===== src/rtl/dps_defines.vh =====
`ifndef DPS_DEFINES_VH
`define DPS_DEFINES_VH
// register byte offsets
`define DPS_OFS_CTRL 8'h00
`define DPS_OFS_DIP 8'h04
`define DPS_OFS_ULOAD 8'h08
`define DPS_OFS_OSPD 8'h0C
`define DPS_OFS_GAP 8'h10
`define DPS_OFS_LOOP 8'h14
`define DPS_OFS_GAIN 8'h18
`define DPS_OFS_DERIV 8'h1C
`define DPS_OFS_STATUS 8'h20
`define DPS_OFS_DISP 8'h24
`define DPS_OFS_FREQ 8'h28
`define DPS_OFS_RANGE 8'h2C
// reset values; percentages in 0.1 % steps, times as noted
`define DPS_RST_CTRL 32'h0000_0000
`define DPS_RST_DIP 32'h0032_0320
`define DPS_RST_ULOAD 32'h000A_0064
`define DPS_RST_OSPD 32'h000A_0096
`define DPS_RST_GAP 32'h0032_00C8
`define DPS_RST_LOOP 32'h01F4_0000
`define DPS_RST_GAIN 32'h00C8_00C8
`define DPS_RST_DERIV 32'h0000_0000
`define DPS_RST_RANGE 32'h0000_03E8
// field positions
`define DPS_CTRL_DIPSEL 1:0
`define DPS_CTRL_ULEN 2
`define DPS_CTRL_LOOPEN 3
`define DPS_LO10 9:0
`define DPS_HI10 25:16
`define DPS_HI14 29:16
`define DPS_LOOP_TSRC 3:0
`define DPS_LOOP_FSRC 7:4
`define DPS_LOOP_DIR 8
// scale and codes
`define DPS_FULL 16'h03E8
`define DPS_UL_PCT 16'h0007
`define DPS_FAULT_GAP 8'h2A
`define DPS_FAULT_OSPD 8'h2B
`define DPS_TENTHS_TICKS 20'h0000A
// timing: 10 ms tick at 5 ns clock
`define DPS_TICK_NS 10000000
`define DPS_CLK_NS 5
`define DPS_TICK_CYCLES (`DPS_TICK_NS / `DPS_CLK_NS)
`endif


===== src/rtl/dps_top.v =====
//Contract
// - dip mode 1: on supply dip lower output frequency and keep running.
// - mode 1 re-accelerates only after bus stays normal past recovery time.
// - dip mode 2: on supply dip decelerate until stopped.
// - underload enabled: low current past underload time drops frequency to 7% rated.
// - underload fallback returns to set frequency when load recovers; enable 0 off, 1 on.
// - overspeed and deviation checks only in sensor vector control.
// - speed above max plus margin past overspeed time raises fault 43.
// - overspeed time zero disables overspeed detection.
// - speed gap above margin past deviation time raises fault 42.
// - deviation time zero disables deviation detection.
// - target source: 0 value, 1-3 analog, 4 pulse, 5 comm, 6 multistep.
// - target is relative 0 to 100.0 %, default value 50.0 %.
// - feedback source: 0-2 analog, 3 diff, 4 pulse, 5 comm, 6 sum, 7 max, 8 min.
// - loop drives frequency so feedback equals target.
// - direction 0: low feedback raises frequency; 1: lowers it.
// - reverse input inverts the loop direction.
// - displays scale 100.0 % to the display range, default 1000.
// - gain set one defaults 20.0, 2.00 s, 0.000 s; gain sets swing per full deviation.
// - dip declared when bus below threshold, default 80.0 %.
// - recovery time defaults 0.50 s, range 0.00 to 100.00 s.
`timescale 1ns/100ps
`include "dps_defines.vh"

module dps_qual (
  input wire clk_i,
  input wire reset_i,
  input wire tick_i,
  input wire cond_i,
  input wire [19:0] limit_i,
  output wire hit_o
);
  reg [19:0] cnt_q;
  always @(posedge clk_i or posedge reset_i) begin
    if (reset_i) begin
      cnt_q <= 20'h00000;
    end else if (!cond_i) begin
      cnt_q <= 20'h00000;
    end else if (tick_i && cnt_q != 20'hFFFFF) begin
      cnt_q <= cnt_q + 20'h00001;
    end
  end
  assign hit_o = cond_i && (cnt_q > limit_i);
endmodule // dps_qual

module dps_top #(
  parameter TICK_CYCLES = `DPS_TICK_CYCLES,
  parameter RAMP_STEP = 16'h0001
) (
  input wire clk_i,
  input wire reset_i,
  input wire psel,
  input wire penable,
  input wire pwrite,
  input wire [7:0] paddr,
  input wire [31:0] pwdata,
  output reg [31:0] prdata,
  output reg pready,
  output reg pslverr,
  input wire run_i,
  input wire sensor_vector_i,
  input wire loop_reverse_i,
  input wire [15:0] bus_voltage_i,
  input wire [15:0] current_i,
  input wire [15:0] speed_actual_i,
  input wire [15:0] freq_set_i,
  input wire [15:0] rated_freq_i,
  input wire [15:0] analog_in_one_i,
  input wire [15:0] analog_in_two_i,
  input wire [15:0] analog_in_three_i,
  input wire [15:0] pulse_capable_input_i,
  input wire [15:0] comm_value_i,
  input wire [15:0] multistep_value_i,
  output wire [15:0] freq_cmd_o,
  output wire fault_o,
  output wire [7:0] fault_code_o
);
  reg [31:0] ctrl_q;
  reg [31:0] dip_q;
  reg [31:0] uload_q;
  reg [31:0] ospd_q;
  reg [31:0] gap_q;
  reg [31:0] loop_q;
  reg [31:0] gain_q;
  reg [31:0] deriv_q;
  reg [31:0] range_q;
  reg [15:0] freq_q;
  reg [7:0] fault_q;
  reg dip_hold_q;
  reg dip_stop_q;
  reg ul_active_q;
  reg [31:0] tick_cnt_q;
  reg tick_q;
  reg [15:0] icnt_q;
  reg signed [17:0] integ_q;
  reg [15:0] fb_prev_q;
  reg [15:0] tgt_disp_q;
  reg [15:0] fb_disp_q;

  wire access = psel && penable && !pready;
  wire wr_done = psel && penable && pready && pwrite;
  wire [1:0] dip_sel = ctrl_q[`DPS_CTRL_DIPSEL];

  // fixed time base shared by all duration qualifiers
  always @(posedge clk_i or posedge reset_i) begin
    if (reset_i) begin
      tick_cnt_q <= 32'h0000_0000;
      tick_q <= 1'b0;
    end else begin
      tick_q <= (tick_cnt_q == TICK_CYCLES - 1);
      tick_cnt_q <= (tick_cnt_q == TICK_CYCLES - 1) ? 32'h0000_0000 : tick_cnt_q + 32'h0000_0001;
    end
  end

  // threshold tests
  wire dip_now = bus_voltage_i < {6'h00, dip_q[`DPS_LO10]};
  wire bus_ok = bus_voltage_i > {6'h00, dip_q[`DPS_LO10]};
  wire ul_cond = ctrl_q[`DPS_CTRL_ULEN] && run_i && current_i < {6'h00, uload_q[`DPS_LO10]};
  wire [16:0] os_lim = {1'b0, `DPS_FULL} + {7'h00, ospd_q[`DPS_LO10]};
  wire os_cond = sensor_vector_i && ospd_q[`DPS_HI10] != 10'h000
    && {1'b0, speed_actual_i} > os_lim;
  wire [15:0] gap_abs = (speed_actual_i > freq_set_i) ? speed_actual_i - freq_set_i : freq_set_i - speed_actual_i;
  wire gap_cond = sensor_vector_i && gap_q[`DPS_HI10] != 10'h000
    && gap_abs > {6'h00, gap_q[`DPS_LO10]};

  wire rec_hit;
  wire ul_hit;
  wire os_hit;
  wire gap_hit;
  wire [19:0] ul_lim = uload_q[`DPS_HI10] * `DPS_TENTHS_TICKS;
  wire [19:0] os_tlim = ospd_q[`DPS_HI10] * `DPS_TENTHS_TICKS;
  wire [19:0] gap_tlim = gap_q[`DPS_HI10] * `DPS_TENTHS_TICKS;
  dps_qual u_rec (
    .clk_i(clk_i),
    .reset_i(reset_i),
    .tick_i(tick_q),
    .cond_i(bus_ok && dip_hold_q),
    .limit_i({6'h00, dip_q[`DPS_HI14]}),
    .hit_o(rec_hit)
  );
  dps_qual u_ul (
    .clk_i(clk_i),
    .reset_i(reset_i),
    .tick_i(tick_q),
    .cond_i(ul_cond),
    .limit_i(ul_lim),
    .hit_o(ul_hit)
  );
  dps_qual u_os (
    .clk_i(clk_i),
    .reset_i(reset_i),
    .tick_i(tick_q),
    .cond_i(os_cond),
    .limit_i(os_tlim),
    .hit_o(os_hit)
  );
  dps_qual u_gap (
    .clk_i(clk_i),
    .reset_i(reset_i),
    .tick_i(tick_q),
    .cond_i(gap_cond),
    .limit_i(gap_tlim),
    .hit_o(gap_hit)
  );

  // loop target and feedback selection
  reg [15:0] tgt, fb;
  always @* begin
    case (loop_q[`DPS_LOOP_TSRC])
      4'h0: tgt = {6'h00, loop_q[`DPS_HI10]};
      4'h1: tgt = analog_in_one_i;
      4'h2: tgt = analog_in_two_i;
      4'h3: tgt = analog_in_three_i;
      4'h4: tgt = pulse_capable_input_i;
      4'h5: tgt = comm_value_i;
      4'h6: tgt = multistep_value_i;
      default: tgt = 16'h0000;
    endcase
    case (loop_q[`DPS_LOOP_FSRC])
      4'h0: fb = analog_in_one_i;
      4'h1: fb = analog_in_two_i;
      4'h2: fb = analog_in_three_i;
      4'h3: fb = (analog_in_one_i > analog_in_two_i) ? analog_in_one_i - analog_in_two_i : 16'h0000;
      4'h4: fb = pulse_capable_input_i;
      4'h5: fb = comm_value_i;
      4'h6: fb = analog_in_one_i + analog_in_two_i;
      4'h7: fb = (analog_in_one_i > analog_in_two_i) ? analog_in_one_i : analog_in_two_i;
      4'h8: fb = (analog_in_one_i < analog_in_two_i) ? analog_in_one_i : analog_in_two_i;
      default: fb = 16'h0000;
    endcase
    // relative quantities stop at 100.0 %
    if (tgt > `DPS_FULL) tgt = `DPS_FULL;
    if (fb > `DPS_FULL) fb = `DPS_FULL;
  end

  // error sign follows the action direction, flipped by the reverse input
  wire rev = loop_q[`DPS_LOOP_DIR] ^ loop_reverse_i;
  wire signed [17:0] err_raw = $signed({2'b00, tgt}) - $signed({2'b00, fb});
  wire signed [17:0] err = rev ? -err_raw : err_raw;
  // proportional: gain 100.0 gives one full scale of frequency per full scale of error
  wire signed [31:0] p_term = (err * $signed({22'h000000, gain_q[`DPS_LO10]})) / 32'sd1000;
  wire signed [17:0] dfb = $signed({2'b00, fb_prev_q}) - $signed({2'b00, fb});
  wire signed [31:0] d_raw = (dfb * $signed({18'h00000, deriv_q[13:0]})) / 32'sd10;
  wire signed [31:0] d_term = rev ? -d_raw : d_raw;
  wire signed [31:0] pid_sum = p_term + {{14{integ_q[17]}}, integ_q} + d_term;
  wire [15:0] pid_out = pid_sum < 0 ? 16'h0000 : (pid_sum > 32'sd1000 ? `DPS_FULL : pid_sum[15:0]);

  // integral: one full error adds one full scale after one integral time
  always @(posedge clk_i or posedge reset_i) begin
    if (reset_i) begin
      icnt_q <= 16'h0000;
      integ_q <= 18'sh00000;
      fb_prev_q <= 16'h0000;
    end else if (!run_i || !ctrl_q[`DPS_CTRL_LOOPEN]) begin
      icnt_q <= 16'h0000;
      integ_q <= 18'sh00000;
      fb_prev_q <= fb;
    end else if (tick_q) begin
      fb_prev_q <= fb;
      if (icnt_q + 16'h0001 >= {6'h00, gain_q[`DPS_HI10]}) begin
        icnt_q <= 16'h0000;
        if (integ_q + err > 18'sd1000) integ_q <= 18'sd1000;
        else if (integ_q + err < -18'sd1000) integ_q <= -18'sd1000;
        else integ_q <= integ_q + err;
      end else begin
        icnt_q <= icnt_q + 16'h0001;
      end
    end
  end

  // frequency command
  wire [31:0] ul_mul = rated_freq_i * `DPS_UL_PCT;
  wire [31:0] ul_div = ul_mul / 32'd100;
  wire [15:0] ul_freq = ul_div[15:0];
  wire [15:0] base = !run_i ? 16'h0000 : (ctrl_q[`DPS_CTRL_LOOPEN] ? pid_out : freq_set_i);
  wire [15:0] goal = (dip_stop_q || !run_i) ? 16'h0000 : (ul_active_q ? ul_freq : base);
  wire [15:0] down = freq_q > RAMP_STEP ? freq_q - RAMP_STEP : 16'h0000;
  always @(posedge clk_i or posedge reset_i) begin
    if (reset_i) begin
      freq_q <= 16'h0000;
      dip_hold_q <= 1'b0;
      dip_stop_q <= 1'b0;
      ul_active_q <= 1'b0;
    end else begin
      if (!run_i) begin
        dip_stop_q <= 1'b0;
        dip_hold_q <= 1'b0;
      end else if (dip_now && dip_sel == 2'd2) begin
        dip_stop_q <= 1'b1;
      end else if (dip_now && dip_sel == 2'd1) begin
        dip_hold_q <= 1'b1;
      end else if (rec_hit) begin
        dip_hold_q <= 1'b0;
      end
      if (ul_hit) begin
        ul_active_q <= 1'b1;
      end else if (!ul_cond) begin
        ul_active_q <= 1'b0;
      end
      if (tick_q) begin
        if (dip_hold_q && dip_now) begin
          freq_q <= down;
        end else if (dip_hold_q) begin
          freq_q <= freq_q; // hold until recovery qualifies
        end else if (freq_q > goal) begin
          freq_q <= (freq_q - goal > RAMP_STEP) ? freq_q - RAMP_STEP : goal;
        end else if (goal - freq_q > RAMP_STEP) begin
          freq_q <= freq_q + RAMP_STEP;
        end else begin
          freq_q <= goal;
        end
      end
    end
  end
  assign freq_cmd_o = freq_q;

  // fault latch: a new fault wins over a software clear in the same cycle
  wire clr_fault = wr_done && paddr == `DPS_OFS_STATUS && pwdata[0];
  always @(posedge clk_i or posedge reset_i) begin
    if (reset_i) begin
      fault_q <= 8'h00;
    end else if (os_hit && fault_q == 8'h00) begin
      fault_q <= `DPS_FAULT_OSPD;
    end else if (gap_hit && fault_q == 8'h00) begin
      fault_q <= `DPS_FAULT_GAP;
    end else if (clr_fault && !os_hit && !gap_hit) begin
      fault_q <= 8'h00;
    end
  end
  assign fault_o = fault_q != 8'h00;
  assign fault_code_o = fault_q;

  // display scaling: 100.0 % shows as the display range
  wire [31:0] tgt_mul = tgt * range_q[15:0];
  wire [31:0] fb_mul = fb * range_q[15:0];
  wire [31:0] tgt_div = tgt_mul / 32'd1000;
  wire [31:0] fb_div = fb_mul / 32'd1000;
  always @(posedge clk_i or posedge reset_i) begin
    if (reset_i) begin
      tgt_disp_q <= 16'h0000;
      fb_disp_q <= 16'h0000;
    end else begin
      tgt_disp_q <= tgt_div[15:0];
      fb_disp_q <= fb_div[15:0];
    end
  end

  // apb slave: one wait state so read data comes from a flop
  reg [31:0] rd;
  reg hit;
  always @* begin
    hit = 1'b1;
    case (paddr)
      `DPS_OFS_CTRL: rd = {28'h0000000, ctrl_q[3:0]};
      `DPS_OFS_DIP: rd = {2'b00, dip_q[29:16], 6'h00, dip_q[9:0]};
      `DPS_OFS_ULOAD: rd = {6'h00, uload_q[25:16], 6'h00, uload_q[9:0]};
      `DPS_OFS_OSPD: rd = {6'h00, ospd_q[25:16], 6'h00, ospd_q[9:0]};
      `DPS_OFS_GAP: rd = {6'h00, gap_q[25:16], 6'h00, gap_q[9:0]};
      `DPS_OFS_LOOP: rd = {6'h00, loop_q[25:16], 7'h00, loop_q[8:0]};
      `DPS_OFS_GAIN: rd = {6'h00, gain_q[25:16], 6'h00, gain_q[9:0]};
      `DPS_OFS_DERIV: rd = {18'h00000, deriv_q[13:0]};
      `DPS_OFS_STATUS: rd = {16'h0000, fault_q, 3'h0, ul_active_q, dip_stop_q, dip_hold_q, dip_now, fault_o};
      `DPS_OFS_DISP: rd = {fb_disp_q, tgt_disp_q};
      `DPS_OFS_FREQ: rd = {16'h0000, freq_q};
      `DPS_OFS_RANGE: rd = {16'h0000, range_q[15:0]};
      default: begin
        rd = 32'h0000_0000;
        hit = 1'b0;
      end
    endcase
  end

  always @(posedge clk_i or posedge reset_i) begin
    if (reset_i) begin
      pready <= 1'b0;
      pslverr <= 1'b0;
      prdata <= 32'h0000_0000;
    end else begin
      pready <= access;
      pslverr <= access && !hit;
      if (access && !pwrite) prdata <= rd;
    end
  end

  always @(posedge clk_i or posedge reset_i) begin
    if (reset_i) begin
      ctrl_q <= `DPS_RST_CTRL;
      dip_q <= `DPS_RST_DIP;
      uload_q <= `DPS_RST_ULOAD;
      ospd_q <= `DPS_RST_OSPD;
      gap_q <= `DPS_RST_GAP;
      loop_q <= `DPS_RST_LOOP;
      gain_q <= `DPS_RST_GAIN;
      deriv_q <= `DPS_RST_DERIV;
      range_q <= `DPS_RST_RANGE;
    end else if (wr_done) begin
      case (paddr)
        `DPS_OFS_CTRL: ctrl_q <= pwdata;
        `DPS_OFS_DIP: dip_q <= pwdata;
        `DPS_OFS_ULOAD: uload_q <= pwdata;
        `DPS_OFS_OSPD: ospd_q <= pwdata;
        `DPS_OFS_GAP: gap_q <= pwdata;
        `DPS_OFS_LOOP: loop_q <= pwdata;
        `DPS_OFS_GAIN: gain_q <= pwdata;
        `DPS_OFS_DERIV: deriv_q <= pwdata;
        `DPS_OFS_RANGE: range_q <= pwdata;
        default: ctrl_q <= ctrl_q;
      endcase
    end
  end
endmodule // dps_top


===== config.mk =====
export PLATFORM = sky130hd
export DESIGN_NAME = dps_top
export DESIGN_NICKNAME = d
export VERILOG_FILES = /design/src/rtl/dps_top.v
export VERILOG_INCLUDE_DIRS = /design/src /design/src/rtl
export SDC_FILE = /design/constraint.sdc
export NUM_CORES = 2
export LEC_CHECK = 0
export BUFFER_PORTS_ARGS = -buffer_cell sky130_fd_sc_hd__buf_2
export CAP_MARGIN = 10
export CORE_MARGIN = 2
export CORE_UTILIZATION = 53
export DETAILED_ROUTE_END_ITERATION = 6
export GPL_TIMING_DRIVEN = 0
export PLACE_DENSITY = 0.7
export SYNTH_ARGS = -nofsm -noshare
export SYNTH_HDL_FRONTEND = slang
export SYNTH_SLANG_ARGS = --single-unit

===== constraint.sdc =====
create_clock -name clk_i -period 51.3 [get_ports clk_i]
set_input_delay 0 -clock clk_i [delete_from_list [all_inputs] [get_ports clk_i]]
set_output_delay 0 -clock clk_i [all_outputs]
set_load 0.005 [all_outputs]

# Word level (Yosys, flattened, before mapping)
# Index checks and enable logic that the tools add are counted.
[classes]
order_cmp = 23
eq_ne = 41
n_addsub = 22
n_reduce_logical = 62
div = 5
n_mux = 54
n_mul = 8
bitwise_logic = 1
[op_table]
columns = ["operator", "count"]
rows = [
  ["one-hot mux 32 bit (12 select lines)", 1],
  ["two-way mux 16 bit", 23],
  ["two-way mux 20 bit", 8],
  ["one-hot mux 16 bit (9 select lines)", 1],
  ["one-hot mux 16 bit (7 select lines)", 1],
  ["two-way mux 18 bit", 6],
  ["adder 20 x 1 -> 20 bit, second input constant", 4],
  ["> comparator 20 x 14 -> 1 bit", 4],
  ["!= test 20 bit, second input constant", 4],
  ["subtractor 16 bit", 5],
  ["adder 32 bit", 2],
  ["divider 32 x 10 -> 32 bit, second input constant", 2],
  ["multiplier 16 x 16 -> 32 bit", 2],
  ["two-way mux 32 bit", 2],
  ["> comparator 16 x 1 -> 1 bit, second input constant", 3],
  ["> comparator 16 bit", 3],
  ["multiplier 10 x 3 -> 13 bit, second input constant", 3],
  ["subtractor 16 x 16 -> 17 bit", 2],
  ["adder 16 x 1 -> 16 bit, second input constant", 2],
  ["adder 32 x 1 -> 32 bit, second input constant", 1],
  ["divider 19 x 7 -> 32 bit, second input constant", 1],
  ["divider 32 x 11 -> 32 bit, second input constant", 1],
  ["divider 32 x 5 -> 32 bit, second input constant", 1],
  ["equality test 32 x 21 -> 1 bit, second input constant", 1],
  ["46 further kinds", 133],
]
[word_totals]
ff_bits = 450
wordCells = 244
out_inout_bits = 59
input_bits = 224

# Depth between registers and ports, before layout
[logic_depth]
ltp_word = 25
depth_mapped = 201
mapped_depth_nobuf = 187

# Hierarchy
# A second synthesis with hierarchy kept.
[unflattened]
hier_cells = 11712
hier_area_um2 = 96003.3
[by_module_without_submodules]
columns = ["mod", "area_each_um2", "n_inst", "cells_per_inst", "seq_area_each_um2"]
rows = [
  ["dps_top", 89692.3, 1, 10988, 8234.1],
  ["dps_qual", 1577.8, 4, 181, 500.5],
]

# Worst setup path after synthesis
# OpenSTA, ideal clock, no wires.
[synth_timing]
kind = "input to register"
from = "input port analog_in_two_i[2]"
to = "register freq_q[6], in the netlist freq_cmd_o[6]"
required_time_ns = 51.173
arrival_time_ns = 35.115
n_path_buf = 11
path_slack_ns = 16.058
cell_stages = 177
setup_time_ns = 0.127
path_cell_list = "inv_1 ha_1 clkbuf_1 inv_1 nor2_1 o21ai_0 nand2b_1 a21o_1 a21o_1 a21o_1 a21o_1 a221oi_1 o21ai_1 o31a_1 nand4_1 a21oi_1 a2111oi_0 o21ai_0 [141 not listed] fa_1 nor2b_1 o21ai_0 nand2b_1 a21o_1 a21o_1 a21o_1 a21o_1 a221o_1 or3_1 a2111oi_0 and4_1 nor2_1 clkbuf_1 a221oi_1 a31oi_1 a211oi_1 a21oi_1"
[synth_between]
elab_chain_len = 25
word_cells_on_any_way = 43
cone_classes = "add/sub: 10; mul: 2; div: 2; order compare: 9; mux: 20"
[synth_rtl]
columns = ["element", "line_no", "text"]
rows = [
  ["from (decl)", "dps_top.v:69", "input wire [15:0] analog_in_two_i,"],
  ["subtractor 16 bit, or another cell as far along", "dps_top.v:183", "4'h3: fb = (analog_in_one_i > analog_in_two_i) ? analog_in_one_i - analog_in_two_i : 16'h0000;"],
  ["two-way mux 16 bit (on tied branches)", "dps_top.v:183, dps_top.v:187, dps_top.v:188", ""],
  ["one-hot mux 16 bit (9 select lines)", "dps_top.v:179", "case (loop_q[`DPS_LOOP_FSRC])"],
  ["> comparator 16 x 10 -> 1 bit (no line)", "n/a", ""],
  ["two-way mux 16 bit", "dps_top.v:193", "if (fb > `DPS_FULL) fb = `DPS_FULL;"],
  ["subtractor 16 x 16 -> 17 bit", "dps_top.v:198", "wire signed [17:0] err_raw = $signed({2'b00, tgt}) - $signed({2'b00, fb});"],
  ["negation 17 -> 18 bit", "dps_top.v:199", "wire signed [17:0] err = rev ? -err_raw : err_raw;"],
  ["two-way mux 18 bit", "dps_top.v:199", ""],
  ["[7 not listed]", "n/a", ""],
  ["two-way mux 16 bit (*) (2 in a row)", "dps_top.v:235", "wire [15:0] base = !run_i ? 16'h0000 : (ctrl_q[`DPS_CTRL_LOOPEN] ? pid_out : freq_set_i);"],
  ["two-way mux 16 bit (*) (2 in a row)", "dps_top.v:236", "wire [15:0] goal = (dip_stop_q || !run_i) ? 16'h0000 : (ul_active_q ? ul_freq : base);"],
  ["subtractor 16 bit (on tied branches)", "dps_top.v:267, dps_top.v:266", ""],
  ["> comparator 16 x 1 -> 1 bit (on tied branches)", "dps_top.v:267, dps_top.v:266", ""],
  ["two-way mux 16 bit (on tied branches)", "dps_top.v:267, dps_top.v:266", ""],
  ["two-way mux 16 bit (*)", "dps_top.v:265", "end else if (freq_q > goal) begin"],
  ["two-way mux 16 bit (*)", "dps_top.v:263", "end else if (dip_hold_q) begin"],
  ["two-way mux 16 bit (*)", "dps_top.v:261", "if (dip_hold_q && dip_now) begin"],
  ["to (signal assigned)", "dps_top.v:262", "freq_q <= down;"],
  ["to (signal assigned)", "dps_top.v:264", "freq_q <= freq_q;"],
  ["to (signal assigned)", "dps_top.v:266", "freq_q <= (freq_q - goal > RAMP_STEP) ? freq_q - RAMP_STEP : goal;"],
  ["to (decl)", "dps_top.v:87", "reg [15:0] freq_q;"],
]
# Every way passes the cells marked *; elsewhere a longest branch is shown, timed or not. The select of a mux whose other input is x is not followed.
# A chain may end at the register's enable or synchronous reset.

# Worst setup path after layout
[layout_timing]
from = "input port analog_in_two_i[2]"
to = "register freq_q[14], in the netlist freq_cmd_o[14]"
# Same word-level chain as after synthesis.

==> impl_results.md <==
* Failing checks: design-rule violations
* Final Hold Viols at 0
* Post-synth EDFFs at 0
* Number of I/O pins at 283
* Setup TNS at 0 ns
* Post-Synth Adder-Cell Area at 0.269
* Post-layout min period at 46.32 ns
* Worst setup EP type: flop
* Worst-margin pin slew at 1.29 ns
* Register area share after synthesis at 0.106
* Vias per cell at 6.23
* Simple-gate portion of the synthesized area at 0.206
* Die width at 431 um
* CTS tree: done
* Max Cap Viol at 0
* Max-slew violations at 0
* Async SR Flop Fraction at 1.00
* Global-route wire length before repair at 503 mm
* Clock tree buffer depth at 3
* Clock Skew at 0.0727 ns
* Worst Hold Class: in -> reg
* Top post-synthesis cells by area: fa_1 17%, dfrtp_1 9.5%, ha_1 9.2%
* First-pass detailed-route iteration total at 7
* Avg WL per Cell at 21.4 um
* CP peak stage delay at 1.08 ns
* Top cells by instance count after synthesis: 1275 x inv_1, 1016 x nand2_1, 839 x fa_1
* Worst slew margin at 0.131
* RSZ-0062 raised after global routing: false
* Core box area at 181000 sq um
* DRT iter0 DRCs at 8498
* Overall Global Routing Usage at 0.337
* CP startpoint kind: input port
* Outcome: finished, violations left
* Largest net degree at the start of global routing at 115
* Compound-Gate Fraction of Synth Area at 0.237
* DRC violations left at 18
* Die area at 185000 sq um
* Yosys warns at 0
* Nets at 14187
* Crit-path slowest cell: a2111oi_0
* Vias in the first global route at 89836
* Root Buffer: clkbuf_16
* CP Data Required Time at 51.82 ns
* Fill count at 16701
* Clk_lat worst skew at 0.68 ns
* Die H at 431 um
* Count leader, synth: inv_1
* Initial antenna violation count at 27
* H-tree depth at 2
* Row count at 156
* Critical path fanouts, max at 11
* Final Cycle Share at 0.903
* Area fraction of the dominant cell type after synthesis at 0.174
* Synth Area in XOR/XNOR at 0.0688
* Ys flop type: dfrtp_1
* Initial core utilization at 0.534
* FMAX at 21.6 MHz
* Port Buffers at 273
* Cell area after synthesis at 96500 sq um
* Unique cell type count in the Yosys netlist at 195
* Largest area contributor in the netlist: fa_1
* Synthesized flop and latch total at 407
* Share of cells above drive strength 1 at 0.0967
* Main combinational cell family by area after synthesis: adder cells
* Post-CTS Resized at 0
* # clock sinks at 407
* P&R area growth vs syn at 8.09%
* GP Congestion at 1.01
* # setup viols final at 0
* Post-DP HPWL at 264 mm
* WS Path Type: in -> reg
* Clk slew on worst S/H paths at 0.07 ns
* Crit path DAT at 46.84 ns
* Syn Area/Cell at 8.16 sq um
* Proportion of synthesized area in mux cells at 0.0382
* Post-route ant nets at 0
* Routed Wire Length at 319 mm
* Post-Syn Instances at 11818
* Vias post-DR at 92775
* Grt ovf at 0
* TritonCTS buffer count at 50
* Most used cell, CP: a21o_1
-- final timing paths --
check                                             end  slack [ns]                      from  cells past startpoint
max                        freq_cmd_o[14]$_DFFE_PP0P_        4.98        analog_in_two_i[2]                    164
min                            dip_hold_q$_DFFE_PP0P_        0.07         bus_voltage_i[13]                      5
max reg2reg                freq_cmd_o[14]$_DFFE_PP0P_        5.68     loop_q[5]$_DFFE_PP0P_                    152
min reg2reg                  tick_cnt_q[31]$_DFF_PP0_        0.47  tick_cnt_q[31]$_DFF_PP0_                      1
max in group asynchronous     deriv_q[13]$_DFFE_PP0P_       48.61                   reset_i                      7
min in group asynchronous    tick_cnt_q[26]$_DFF_PP0_        0.58                   reset_i                      4
-- layer usage --
metal / part of all wire / global-route usage / up-vias
li1: - / - / 43066
met1: 0.42 / 0.452 / 45572
met2: 0.44 / 0.533 / 3562
met3: 0.072 / 0.0454 / 569
met4: 0.059 / 0.169 / 6
met5: 0.00013 / 0 / -
-- final cells by class --
cell class	instances	area [sq um]	share of cell area
clock inverter	30	470	0.00451
multi-input combinational	9853	79900	0.766
antenna	70	175	0.00168
tap	2370	2970	0.0284
sequential	407	10200	0.0982
clock buffer	64	1360	0.0131
timing repair buffer	332	1990	0.0191
inverter	1287	4870	0.0467
buffer	483	2330	0.0223
-- critical path: cells and delay by family --
family	cells	cell delay, ns
adder cells (fa/ha/maj)	14	6.04
buffers and inverters	19	4.59
AO/OA/AOI/OAI	76	22.38
AND/OR/NAND/NOR	49	12.02
multiplexers	3	0.90
XOR/XNOR	3	0.77
-- sequential cells by signal, summed over array words and instances (netlist names), 18 cells and up --
register     cells
loop_q          19
tick_cnt_q      32
gain_q          20
gap_q           20
uload_q         20
u_ul.cnt_q      20
u_os.cnt_q      20
ospd_q          20
prdata          32
dip_q           24
u_rec.cnt_q     20
u_gap.cnt_q     20
integ_q         18
-- through the flow --
stage | hold WS, ns | cell area, sq um | worst slack, ns | util | instances
6_report | 0.0664 | 104000 | 4.98 | 0.577 | 14896
5_1_grt | 0.103 | 104000 | 2.00 | 0.577 | 14890
4_1_cts | 0.0239 | 104000 | 5.50 | 0.576 | 14824
3_5_place_dp | 0.149 | 102000 | 4.99 | 0.563 | 14685
3_3_place_gp | 0.239 | 102000 | 4.67 | 0.562 | 14673
2_1_floorplan | 0.109 | 97300 | 16.06 | - | 12030
-- kinds of logic (layout without fill, tap and decap cells) --
family / after synthesis / count (layout)
other: 2 / 284
XOR/XNOR: 747 / 747
AO/OA/AOI/OAI: 3077 / 3077
flip-flops: 407 / 407
buffers and inverters: 1770 / 2196
multiplexers: 327 / 327
adder cells (fa/ha/maj): 1576 / 1576
AND/OR/NAND/NOR: 3912 / 3912
-- what timing repair did --
| action | in CTS | in global routing |
|---|---|---|
| endpoints found under the hold margin | 257 | 0 |
| buffers inserted | 0 | 0 |
| hold buffers | 45 | 0 |
-- layout by cell type, fill, tap and decap left out, types with 214 or more instances in the layout --
master / instances
clkbuf_1: 370
buf_2: 306
a21oi_1: 585
conb_1: 214
dfrtp_1: 366
a21o_1: 214
o21ai_0: 440
nor3_1: 274
inv_1: 1274
nand3_1: 312
ha_1: 710
xnor2_1: 481
xor2_1: 254
nand2_1: 1016
and2_1: 380
fa_1: 839
nor2_1: 819
Power is left out: the tool's default activity adds up to more than one toggle a clock period on the data nets, which glitch-free logic cannot reach.
